### config.mk
export PLATFORM = sky130hd
export DESIGN_NAME = peak_detect_switch_core
export DESIGN_NICKNAME = d
export VERILOG_FILES = /design/src/peak_switch_pkg.sv /design/src/peak_detect_switch_core.sv
export VERILOG_INCLUDE_DIRS = /design/src
export SDC_FILE = /design/constraint.sdc
export NUM_CORES = 1
export LEC_CHECK = 0
export BUFFER_PORTS_ARGS = -buffer_cell sky130_fd_sc_hd__clkbuf_2
export CORE_MARGIN = 2
export CORE_UTILIZATION = 35
export CTS_CLUSTER_SIZE = 10
export DETAILED_ROUTE_END_ITERATION = 8
export PLACE_DENSITY = 0.53
export SYNTH_ARGS = -nofsm -noshare
export SYNTH_HDL_FRONTEND = slang
export SYNTH_SLANG_ARGS = --single-unit
### constraint.sdc
create_clock -name clock_i -period 5.22 [get_ports clock_i]
set_input_delay 1.044 -clock clock_i [delete_from_list [all_inputs] [get_ports clock_i]]
set_output_delay 1.044 -clock clock_i [all_outputs]
set_load 0.01 [all_outputs]
### src/peak_switch_map.svh
/*
 Constants for the peak-detecting switch core: widths, hysteresis,
 gain and offset settings, calibration length.
 Assumes a 10 MHz core clock and a digitised processed signal.
*/
`ifndef PEAK_SWITCH_MAP_SVH
`define PEAK_SWITCH_MAP_SVH

`define SIG_W 10
`define GAIN_W 4
`define FALLING_SWITCH_HYSTERESIS 10'h018
`define RISING_SWITCH_HYSTERESIS 10'h018
`define CAL_RISING_EDGES 2'h3
`define GAIN_RESET 4'h8
`define OFFSET_RESET 10'h000
`define TARGET_PP 10'h100
`define OFFSET_STEP_DIV 4

`endif

### src/peak_switch_pkg.sv
/*
 Types for the peak-detecting switch core.
 Assumes peak_switch_map.svh is compiled alongside.
*/
package peak_switch_pkg;
    typedef enum logic {TRACK_UP, TRACK_DOWN} track_dir_t;
    typedef enum logic {MODE_CAL, MODE_RUN} op_mode_t;
    typedef struct packed {
        logic [3:0] gain;
        logic signed [9:0] offset;
    } trim_t;
endpackage : peak_switch_pkg

### src/peak_detect_switch_core.sv
/*
 Peak-detecting switch core: tracking peak hold, hysteresis switching,
 gain calibration and continuous offset trim.
 Assumes processed_diff_signal_i is a signed sample synchronous to clock_i,
 already scaled and offset-corrected in the front end from trim_o.
*/
`include "peak_switch_map.svh"
module peak_detect_switch_core (
    // Clock, reset, enable
    input wire logic clock_i,
    input wire logic resetn_i,
    input wire logic clk_en_i,
    // Supply and orientation
    input wire logic undervoltage_i,
    input wire logic reverse_dir_i,
    // Processed signal
    input wire logic signed [`SIG_W-1:0] processed_diff_signal_i,
    // Output current level, 1 = output_current_high
    output logic output_current_high_o,
    // Trim to the front end
    output peak_switch_pkg::trim_t trim_o,
    // Status
    output logic running_o
);
    peak_switch_pkg::track_dir_t dir_q;
    peak_switch_pkg::op_mode_t mode_q;
    logic signed [`SIG_W-1:0] peak_q;
    logic signed [`SIG_W-1:0] cal_max_q;
    logic signed [`SIG_W-1:0] cal_min_q;
    logic [1:0] rise_cnt_q;
    logic [3:0] gain_q;
    logic signed [`SIG_W-1:0] offset_q;
    logic pol_q;
    logic signed [`SIG_W:0] diff;
    logic fall_hit;
    logic rise_hit;
    logic toggle;
    logic cal_done;
    logic signed [`SIG_W:0] centre;
    logic signed [`SIG_W:0] swing;

    // One extra sign bit so sums and differences of two samples cannot wrap
    function automatic logic signed [`SIG_W:0] widen(input logic signed [`SIG_W-1:0] v);
        return $signed({v[`SIG_W-1], v});
    endfunction : widen

    // Compare every cycle against constant hysteresis
    assign diff = widen(peak_q) - widen(processed_diff_signal_i);
    assign fall_hit = (dir_q == peak_switch_pkg::TRACK_UP) && (diff >= $signed({1'b0, `FALLING_SWITCH_HYSTERESIS}));
    assign rise_hit = (dir_q == peak_switch_pkg::TRACK_DOWN) && (-diff >= $signed({1'b0, `RISING_SWITCH_HYSTERESIS}));
    assign toggle = fall_hit || rise_hit;
    // Rising output edge occurs on rise_hit with reference polarity
    assign cal_done = rise_hit && (rise_cnt_q == `CAL_RISING_EDGES - 2'h1);

    // Peak tracker and direction; held value never decays
    always_ff @(posedge clock_i or negedge resetn_i) begin
        if (!resetn_i) begin
            dir_q <= peak_switch_pkg::TRACK_UP;
            peak_q <= '0;
        end else if (clk_en_i) begin
            if (undervoltage_i) begin
                dir_q <= peak_switch_pkg::TRACK_UP;
                peak_q <= '0;
            end else if (fall_hit) begin
                dir_q <= peak_switch_pkg::TRACK_DOWN;
                peak_q <= processed_diff_signal_i;
            end else if (rise_hit) begin
                dir_q <= peak_switch_pkg::TRACK_UP;
                peak_q <= processed_diff_signal_i;
            end else if (dir_q == peak_switch_pkg::TRACK_UP && processed_diff_signal_i > peak_q) begin
                peak_q <= processed_diff_signal_i;
            end else if (dir_q == peak_switch_pkg::TRACK_DOWN && processed_diff_signal_i < peak_q) begin
                peak_q <= processed_diff_signal_i;
            end
        end
    end

    // Output level: high at power-on, falls when the upper peak is passed unless pol_q is set, then rises
    always_ff @(posedge clock_i or negedge resetn_i) begin
        if (!resetn_i) begin
            output_current_high_o <= 1'b1;
            pol_q <= 1'b0;
        end else if (clk_en_i) begin
            if (undervoltage_i) begin
                output_current_high_o <= 1'b1;
                pol_q <= reverse_dir_i;
            end else if (toggle) begin
                // Reference: tooth leading edge gives fall_hit, output goes low
                output_current_high_o <= rise_hit ^ pol_q;
            end else if (output_current_high_o == pol_q && dir_q == peak_switch_pkg::TRACK_UP && !pol_q) begin
                output_current_high_o <= output_current_high_o;
            end
        end
    end

    // Calibration sequencing
    always_ff @(posedge clock_i or negedge resetn_i) begin
        if (!resetn_i) begin
            mode_q <= peak_switch_pkg::MODE_CAL;
            rise_cnt_q <= 2'h0;
        end else if (clk_en_i) begin
            if (undervoltage_i) begin
                mode_q <= peak_switch_pkg::MODE_CAL;
                rise_cnt_q <= 2'h0;
            end else begin
                case (mode_q)
                    peak_switch_pkg::MODE_CAL: begin
                        if (rise_hit) begin
                            rise_cnt_q <= rise_cnt_q + 2'h1;
                        end
                        if (cal_done) begin
                            mode_q <= peak_switch_pkg::MODE_RUN;
                        end
                    end
                    peak_switch_pkg::MODE_RUN: begin
                        rise_cnt_q <= rise_cnt_q;
                    end
                    default: begin
                        mode_q <= peak_switch_pkg::MODE_CAL;
                    end
                endcase
            end
        end
    end

    // Amplitude measurement and gain; a full-scale swing needs 11 bits
    assign swing = widen(cal_max_q) - widen(cal_min_q);
    always_ff @(posedge clock_i or negedge resetn_i) begin
        if (!resetn_i) begin
            cal_max_q <= '0;
            cal_min_q <= '0;
            gain_q <= `GAIN_RESET;
        end else if (clk_en_i) begin
            if (undervoltage_i) begin
                cal_max_q <= '0;
                cal_min_q <= '0;
                gain_q <= `GAIN_RESET;
            end else if (mode_q == peak_switch_pkg::MODE_CAL) begin
                if (processed_diff_signal_i > cal_max_q) cal_max_q <= processed_diff_signal_i;
                if (processed_diff_signal_i < cal_min_q) cal_min_q <= processed_diff_signal_i;
                if (rise_hit) begin
                    // Coarse one-step gain move per cycle of the target
                    if (swing < $signed({1'b0, `TARGET_PP}) && gain_q != 4'hf) begin
                        gain_q <= gain_q + 4'h1;
                    end else if (swing > $signed({1'b0, `TARGET_PP}) && gain_q != 4'h0) begin
                        gain_q <= gain_q - 4'h1;
                    end
                    cal_max_q <= '0;
                    cal_min_q <= '0;
                end
            end
        end
    end

    // Offset trim from the midpoint of the held lower peak and the sample at each rise switch
    assign centre = (widen(peak_q) + widen(processed_diff_signal_i)) >>> 1;
    always_ff @(posedge clock_i or negedge resetn_i) begin
        if (!resetn_i) begin
            offset_q <= `OFFSET_RESET;
        end else if (clk_en_i) begin
            if (undervoltage_i) begin
                offset_q <= `OFFSET_RESET;
            end else if (rise_hit) begin
                // Full recentre during calibration, slow step in running mode
                if (mode_q == peak_switch_pkg::MODE_CAL) begin
                    offset_q <= offset_q - centre[`SIG_W-1:0];
                end else begin
                    // Signed shift, or a negative centre would step the wrong way
                    offset_q <= offset_q - ($signed(centre[`SIG_W-1:0]) >>> `OFFSET_STEP_DIV);
                end
            end
        end
    end

    assign trim_o = '{gain: gain_q, offset: offset_q};
    assign running_o = (mode_q == peak_switch_pkg::MODE_RUN);

    a_fall_switch: assert property (@(posedge clock_i) disable iff (!resetn_i)
        clk_en_i && !undervoltage_i && fall_hit |=> dir_q == peak_switch_pkg::TRACK_DOWN)
        else $error("no downward tracking after fall");
    a_rise_switch: assert property (@(posedge clock_i) disable iff (!resetn_i)
        clk_en_i && !undervoltage_i && rise_hit |=> dir_q == peak_switch_pkg::TRACK_UP)
        else $error("no upward tracking after rise");
    a_peak_hold: assert property (@(posedge clock_i) disable iff (!resetn_i)
        clk_en_i && !undervoltage_i && !toggle && dir_q == peak_switch_pkg::TRACK_UP
        |=> peak_q >= $past(peak_q))
        else $error("upper peak dropped");
    a_peak_nodecay: assert property (@(posedge clock_i) disable iff (!resetn_i)
        !clk_en_i |=> $stable(peak_q))
        else $error("peak changed while frozen");
    a_uv_output: assert property (@(posedge clock_i) disable iff (!resetn_i)
        clk_en_i && undervoltage_i |=> output_current_high_o && !running_o)
        else $error("undervoltage did not restore power-on state");
    a_out_edge: assert property (@(posedge clock_i) disable iff (!resetn_i)
        clk_en_i && !undervoltage_i && fall_hit && !pol_q |=> !output_current_high_o)
        else $error("reference fall did not drive low");
    a_out_reverse: assert property (@(posedge clock_i) disable iff (!resetn_i)
        clk_en_i && !undervoltage_i && fall_hit && pol_q |=> output_current_high_o)
        else $error("reversed fall not inverted");
    a_cal_end: assert property (@(posedge clock_i) disable iff (!resetn_i)
        clk_en_i && !undervoltage_i && cal_done |=> running_o)
        else $error("calibration did not end");
    a_gain_run: assert property (@(posedge clock_i) disable iff (!resetn_i)
        running_o && $past(running_o) |-> $stable(gain_q))
        else $error("gain moved in running mode");
    a_fall_margin: assert property (@(posedge clock_i) disable iff (!resetn_i)
        clk_en_i && !undervoltage_i && dir_q == peak_switch_pkg::TRACK_UP
        && widen(peak_q) - widen(processed_diff_signal_i) < $signed({1'b0, `FALLING_SWITCH_HYSTERESIS})
        |=> $stable(output_current_high_o))
        else $error("output moved inside falling hysteresis");
    a_rise_margin: assert property (@(posedge clock_i) disable iff (!resetn_i)
        clk_en_i && !undervoltage_i && dir_q == peak_switch_pkg::TRACK_DOWN
        && widen(processed_diff_signal_i) - widen(peak_q) < $signed({1'b0, `RISING_SWITCH_HYSTERESIS})
        |=> $stable(output_current_high_o))
        else $error("output moved inside rising hysteresis");
    a_gain_down: assert property (@(posedge clock_i) disable iff (!resetn_i)
        clk_en_i && !undervoltage_i && !running_o && rise_hit
        && swing > $signed({1'b0, `TARGET_PP}) && gain_q != 4'h0 |=> gain_q == $past(gain_q) - 4'h1)
        else $error("large swing did not lower gain");
    a_run_edge: assert property (@(posedge clock_i) disable iff (!resetn_i)
        clk_en_i && !undervoltage_i && running_o && toggle |=> $changed(output_current_high_o))
        else $error("peak gave no output edge in running mode");
    c_run_mode: cover property (@(posedge clock_i) disable iff (!resetn_i) $rose(running_o));
    c_fall_hit: cover property (@(posedge clock_i) disable iff (!resetn_i) clk_en_i && fall_hit);
    c_uv_reset: cover property (@(posedge clock_i) disable iff (!resetn_i) running_o ##1 undervoltage_i);
    c_rev_fall: cover property (@(posedge clock_i) disable iff (!resetn_i) clk_en_i && fall_hit && pol_q);
    c_run_rise: cover property (@(posedge clock_i) disable iff (!resetn_i) clk_en_i && running_o && rise_hit);
endmodule : peak_detect_switch_core

==> flow_summary.json, run 1 <==
{
  "status": "complete, no violations",
  "hp-class": "reg2reg",
  "num_vias": 4414,
  "synth_ff_type": "dfrtp_1",
  "syn_area_per_cell_um2": 8.91,
  "synth_cells": 589,
  "yosys.area_share.simple": 0.155,
  "routed_via_density": 5.53,
  "drt_first_pass_iters": 5,
  "multi_input_area_mm2": 0.00367,
  "synthMuxAreaShare": 0.0422,
  "critPathMaxFanout": 7,
  "die_h_um": 126,
  "insertion_delay_ns": 0.30,
  "initial_core_util": 0.360,
  "slew_viol_final": 0,
  "grt_max_degree": 51,
  "endpoint_kind": "flip-flop",
  "route.detailed.drc": 0,
  "grt_pass1_wl_um": 21400,
  "core_mm2": 0.0146,
  "antenna_left": 0,
  "die_area_mm2": 0.0160,
  "syn_to_final_growth_pct": 9.06,
  "final_nets": 705,
  "grt_usage": 0.162,
  "ir_worst_vdd_v": 0.000194,
  "powerDensity_mw_per_mm2": 680,
  "worstRegToRegCells": 20,
  "synth-compound-area-share": 0.249,
  "netlist_area_mm2": 0.00525,
  "antenna_found_initial": 0,
  "relSlewSlack": 0.468,
  "synth_warnings": 0,
  "register_area_mm2": 0.00125,
  "die_w_um": 126,
  "worstPathArrival_ns": 4.92,
  "placed_cells": 790,
  "tns_ns": 0,
  "cts_buffer_depth": 2,
  "nFillCells": 1426,
  "synthXorXnorAreaFrac": 0.0601,
  "grt_overflow": 0,
  "finalSetupViolations": 0,
  "syn-num-nets": 681,
  "fin_crit_ns": 4.71,
  "max_freq_ghz": 0.213,
  "io_pins": 31,
  "synth-edff-count": 0,
  "drive_gt1_frac": 0.122,
  "wl_per_cell_um": 16.1,
  "p_leak_nw": 2.69,
  "cts.clk_slew.worst_paths_ns": 0.08,
  "crit_required_ns": 5.43,
  "whs_path_depth": 1,
  "port_buffers": 30,
  "drv_cap": 0,
  "ys_types": 78,
  "holdBufCountCts": 0,
  "h-tree-depth": 2,
  "skew_ns": 0.00742,
  "yosysSeqAreaShare": 0.239,
  "grt_pass1_vias": 4131,
  "instances_no_fill": 798,
  "cts.sinks": 50,
  "rows": 44,
  "cts_made_buffers": 5,
  "worst_pin_slew_ns": 0.795,
  "start_kind": "input pin",
  "hpwl_um": 9980,
  "cts-root-buf": "clkbuf_16",
  "diodes": 0,
  "synthAdderAreaFrac": 0.192,
  "path_class": "in2reg",
  "power_mw": 3.89,
  "hold_viol_final": 0,
  "drt_wl_total_um": 12800,
  "gp_congestion": 0.840,
  "postCtsSetupBuffers": 0,
  "min_period_over_period": 0.901,
  "grt_setup_unrepaired": "false",
  "final_core_util": 0.392,
  "cts_resized": 0,
  "synth-seq-cells": 50,
  "synthArstFlopShare": 1.00,
  "cts_tree": "done",
  "drtIter0Drc": 229,
  "synth_top_family_by_area": "compound AO/OA/AOI/OAI gates"
}
==> kinds of logic (layout without fill, tap and decap cells) <==
kind of cell,count (synthesis),count (layout)
buffers and inverters,79,104
muxes,21,21
adders and majority gates,77,77
and+or+nand+nor,153,153
DFF,50,50
AOI/OAI and AO/OA,173,173
xor gates and xnor gates,36,36
==> registers in the layout (all words and copies together) (netlist names) <==
name / count
dir_q: 1
rise_cnt_q: 2
peak_q: 10
output_current_high_o: 1
gain_q: 4
cal_max_q: 10
pol_q: 1
running_o: 1
cal_min_q: 10
offset_q: 10
==> routing by layer <==
metal | GRT usage | part of all wire | vias to the layer above
met4 | 0.0291 | 0.0062 | 0
met1 | 0.236 | 0.51 | 2117
met2 | 0.257 | 0.46 | 76
met5 | 0 | 0 | -
met3 | 0.0228 | 0.033 | 8
li1 | - | - | 2213
==> report_power, final <==
group / internal, mW / total [mW] / leakage, nW / switching (mW)
logic: 1.29 / 2.88 / 1.96 / 1.59
clock network: 0.178 / 0.344 / 0.0698 / 0.166
registers: 0.521 / 0.665 / 0.657 / 0.144
total: 1.99 / 3.89 / 2.69 / 1.90
==> per-stage QoR <==
stage / area, µm² / setup slack, ns / hold WS [ns]
2_1_floorplan: 5250 / 0.863 / 0.419
3_3_place_gp: 5580 / 0.274 / 0.442
3_5_place_dp: 5580 / 0.191 / 0.463
4_1_cts: 5720 / 0.486 / 0.476
5_1_grt: 5720 / 0.166 / 0.496
6_report: 5720 / 0.515 / 0.475
==> cell usage in the layout (no fill, tap or decap), types with 10 or more instances in the layout <==
master    netlist  final
a21o_1         12     12
nor2b_1        10     10
dfrtp_1        48     48
a22o_1         31     31
o21ai_0        21     21
xor2_1         17     17
clkbuf_2        0     30
nor2_1         33     33
mux2i_1        12     12
nand2_1        30     30
ha_1           71     71
nand2b_1       17     17
a21oi_1        32     32
nor3_1         12     12
inv_1          56     56
xnor2_1        19     19
==> final timing paths <==
kind                            slack [ns]                       start                     to
worst max-delay path                  0.51  processed_diff_signal_i[0]            offset_q[9]
worst min-delay path                  0.48                       pol_q  output_current_high_o
worst max register to register        1.03                   peak_q[0]            offset_q[9]
worst min register to register        0.48                       pol_q  output_current_high_o
max in group asynchronous             3.88                    resetn_i           cal_min_q[4]
min in group asynchronous             0.87                    resetn_i            offset_q[0]
==> final cells by class <==
cell class                      instances  area share
Multi-Input combinational cell        460       0.641
Sequential cell                        50       0.219
Tap cell                              184      0.0402
Inverter                               59      0.0387
Timing Repair Buffer                   37      0.0354
Clock buffer                            5      0.0219
Clock inverter                          3     0.00372
==> cell usage after synthesis, types with 4 or more instances <==
library cell   n  area [µm²]
ha_1          71         888
inv_1         56         210
dfrtp_1       48        1200
nor2_1        33         124
a21oi_1       32         160
a22o_1        31         272
nand2_1       30         113
o21ai_0       21         105
xnor2_1       19         166
nand2b_1      17         106
xor2_1        17         149
a21o_1        12        90.1
mux2i_1       12         120
nor3_1        12        60.1
nor2b_1       10        62.6
and3_1         8        50.1
clkbuf_1       8        30.0
mux2_2         8        90.1
o211ai_1       8        60.1
nand4_1        7        43.8
a31oi_1        6        37.5
fa_1           6         120
nand3_1        6        30.0
nor4_1         6        37.5
o21a_1         6        45.0
and2_1         5        31.3
buf_2          5        25.0
a211o_1        4        35.0
a211oi_1       4        30.0
a21boi_0       4        30.0
buf_4          4        30.0
o21bai_1       4        30.0
==> worst max-delay path: stages <==
cell and delay, ns:
clkbuf_2 0.14, ha_1 0.26, fa_1 0.40, nor2b_1 0.15, o21bai_1 0.17, a21oi_1 0.11
nor2_1 0.10, nor2_1 0.05, nor2_1 0.12, xnor2_1 0.17, inv_1 0.11, ha_1 0.28
nor2b_1 0.12, o21ai_0 0.11, a21boi_0 0.27, o21ai_0 0.18, a2111oi_0 0.42, o211ai_1 0.18
xnor2_1 0.16, a211o_1 0.30, o211ai_1 0.09
Power figures use the tool's default switching activity.
==> run 2: changes to the inputs <==
--- a/config.mk
+++ b/config.mk
@@ -11,2 +11,3 @@
 export CORE_UTILIZATION = 35
+export CTS_BUF_LIST = sky130_fd_sc_hd__clkbuf_8
 export CTS_CLUSTER_SIZE = 10
==> constraint.sdc (replaced) <==
create_clock -name clock_i -period 5.22 [get_ports clock_i]
set_input_delay 0.261 -clock clock_i [delete_from_list [all_inputs] [get_ports clock_i]]
set_output_delay 0.261 -clock clock_i [all_outputs]
set_load 0.01 [all_outputs]
==> flow_summary.json, run 2 (synthesis gave the netlist of run 1 again) <==
{
  "status": "complete, no violations",
  "hold_viol_final": 0,
  "finalSetupViolations": 0,
  "ir_worst_vdd_v": 0.000225,
  "cts-root-buf": "clkbuf_8",
  "tns_ns": 0,
  "core_mm2": 0.0146,
  "reg2reg_to": "offset_q[9]",
  "layout_common_cells": "71 x ha_1, 56 x inv_1, 48 x dfrtp_1",
  "nFillCells": 1491,
  "port_buffers": 30,
  "postCtsSetupBuffers": 0,
  "relSlewSlack": 0.413,
  "path_class": "reg2reg",
  "fin_crit_ns": 4.30,
  "dr_wl_met2_um": 5620,
  "num_vias": 4314,
  "min_period_over_period": 0.825,
  "grt_max_degree": 51,
  "drt_wl_total_um": 12700,
  "die_w_um": 126,
  "drt_first_pass_iters": 4,
  "slew_viol_final": 0,
  "p_int_mw": 1.94,
  "hpwl_um": 9860,
  "antenna_found_initial": 0,
  "cts_resized": 0,
  "preCtsSetupSlack_ns": 0.778,
  "worst_pin_slew_ns": 0.879,
  "power_switching_mw": 1.89,
  "skew_ns": 0.0153,
  "cts_buffer_depth": 2,
  "insertion_delay_ns": 0.33,
  "syn_to_final_growth_pct": 7.56,
  "die_area_mm2": 0.0160,
  "p_seq_frac": 0.173,
  "power_frac_comb": 0.749,
  "diodes": 0,
  "endpoint_kind": "flip-flop",
  "final_nets": 699,
  "route.detailed.drc": 0,
  "worstRegToRegCells": 17,
  "cts_made_buffers": 5,
  "cts.clk_slew.worst_paths_ns": 0.11,
  "instances_no_fill": 792,
  "grt_setup_unrepaired": "false",
  "r2r_slack_ns": 0.92,
  "max_freq_ghz": 0.232,
  "die_h_um": 126,
  "initial_core_util": 0.360,
  "routed_via_density": 5.45,
  "rows": 44,
  "placed_cells": 784,
  "critPathMaxFanout": 5,
  "cts_tree": "done",
  "p_leak_nw": 2.65,
  "antenna_left": 0,
  "wl_met1_um": 6460,
  "io_pins": 31,
  "holdBufCountCts": 0,
  "grt_pass1_wl_um": 21500,
  "powerDensity_mw_per_mm2": 678,
  "drive_gt1_frac": 0.113,
  "grt_usage": 0.163,
  "top_layer": "met4",
  "grt_pass1_vias": 4212,
  "postLayoutSetupSlackWorst_ns": 0.916,
  "swShare": 0.493,
  "start_kind": "flip-flop",
  "crit_required_ns": 5.48,
  "met3_length_um": 460,
  "register_area_mm2": 0.00125,
  "grt_overflow": 0,
  "hp-class": "in2async",
  "cts.sinks": 50,
  "gp_congestion": 0.850,
  "multi_input_area_mm2": 0.00367,
  "h-tree-depth": 2,
  "final_common_cell": "ha_1",
  "reg2reg_from": "peak_q[1]",
  "drtIter0Drc": 159,
  "drv_cap": 0,
  "wl_per_cell_um": 16.0,
  "clkPwrFrac": 0.078,
  "worstPathArrival_ns": 4.56
}
## run 2: layer usage
metal / up-vias / global-route usage
met5: - / 0
met4: 0 / 0.0362
met3: 13 / 0.0257
met2: 68 / 0.260
met1: 2051 / 0.232
li1: 2182 / -
## run 2: critical path: stages, from the launching register on
cell	delay, ns
dfrtp_1	0.46
ha_1	0.34
nand2b_1	0.15
a21oi_1	0.18
o21bai_1	0.09
a21oi_1	0.18
o21ai_0	0.13
a21oi_1	0.21
o21bai_1	0.11
nor4b_1	0.15
a2111oi_0	0.64
ha_1	0.27
o21ai_0	0.15
a2111oi_0	0.44
o211ai_1	0.19
xnor2_1	0.17
a211o_1	0.29
o211ai_1	0.08
## run 2: how the worst max path moves through the flow
| stage | startpoint | end | slack, ns | depth (start not counted) |
|---|---|---|---|---|
| after global placement | processed_diff_signal_i[1] | offset_q[9] | 0.91 | 19 |
| after detailed placement | processed_diff_signal_i[1] | offset_q[9] | 0.78 | 19 |
| after floorplan | peak_q[0] | offset_q[9] | 1.54 | 20 |
| final | peak_q[1] | offset_q[9] | 0.92 | 17 |
| after global routing | peak_q[1] | offset_q[9] | 0.45 | 17 |
| after CTS | peak_q[1] | offset_q[9] | 0.90 | 17 |
## run 2: power groups by stage
stage / registers, mW / logic, mW / clock network [mW]
floorplan: 0.648 / 2.31 / 0
global placement: 0.668 / 2.79 / 0
detailed placement: 0.672 / 2.85 / 0
CTS: 0.664 / 2.87 / 0.311
global route: 0.688 / 3.26 / 0.323
finish: 0.662 / 2.87 / 0.298
## run 2: area by class of cell
| type | instances | area share |
|---|---|---|
| multi-input cells | 460 | 0.650 |
| repair buffers | 31 | 0.0279 |
| flip-flops and latches | 50 | 0.222 |
| inverters | 59 | 0.0392 |
| clock inverters | 3 | 0.00776 |
| clock buffers | 5 | 0.0122 |
| well taps | 184 | 0.0408 |
## run 2: metrics by stage
stage | instance area [µm²] | hold WS [ns] | total power, mW | utilization
CTS | 5640 | 0.0720 | 3.85 | 0.387
finish | 5640 | 0.0443 | 3.83 | 0.387
global placement | 5530 | 0.443 | 3.46 | 0.379
detailed placement | 5530 | 0.449 | 3.52 | 0.379
global route | 5640 | 0.114 | 4.27 | 0.387
floorplan | 5250 | -0.0346 | 2.96 | -
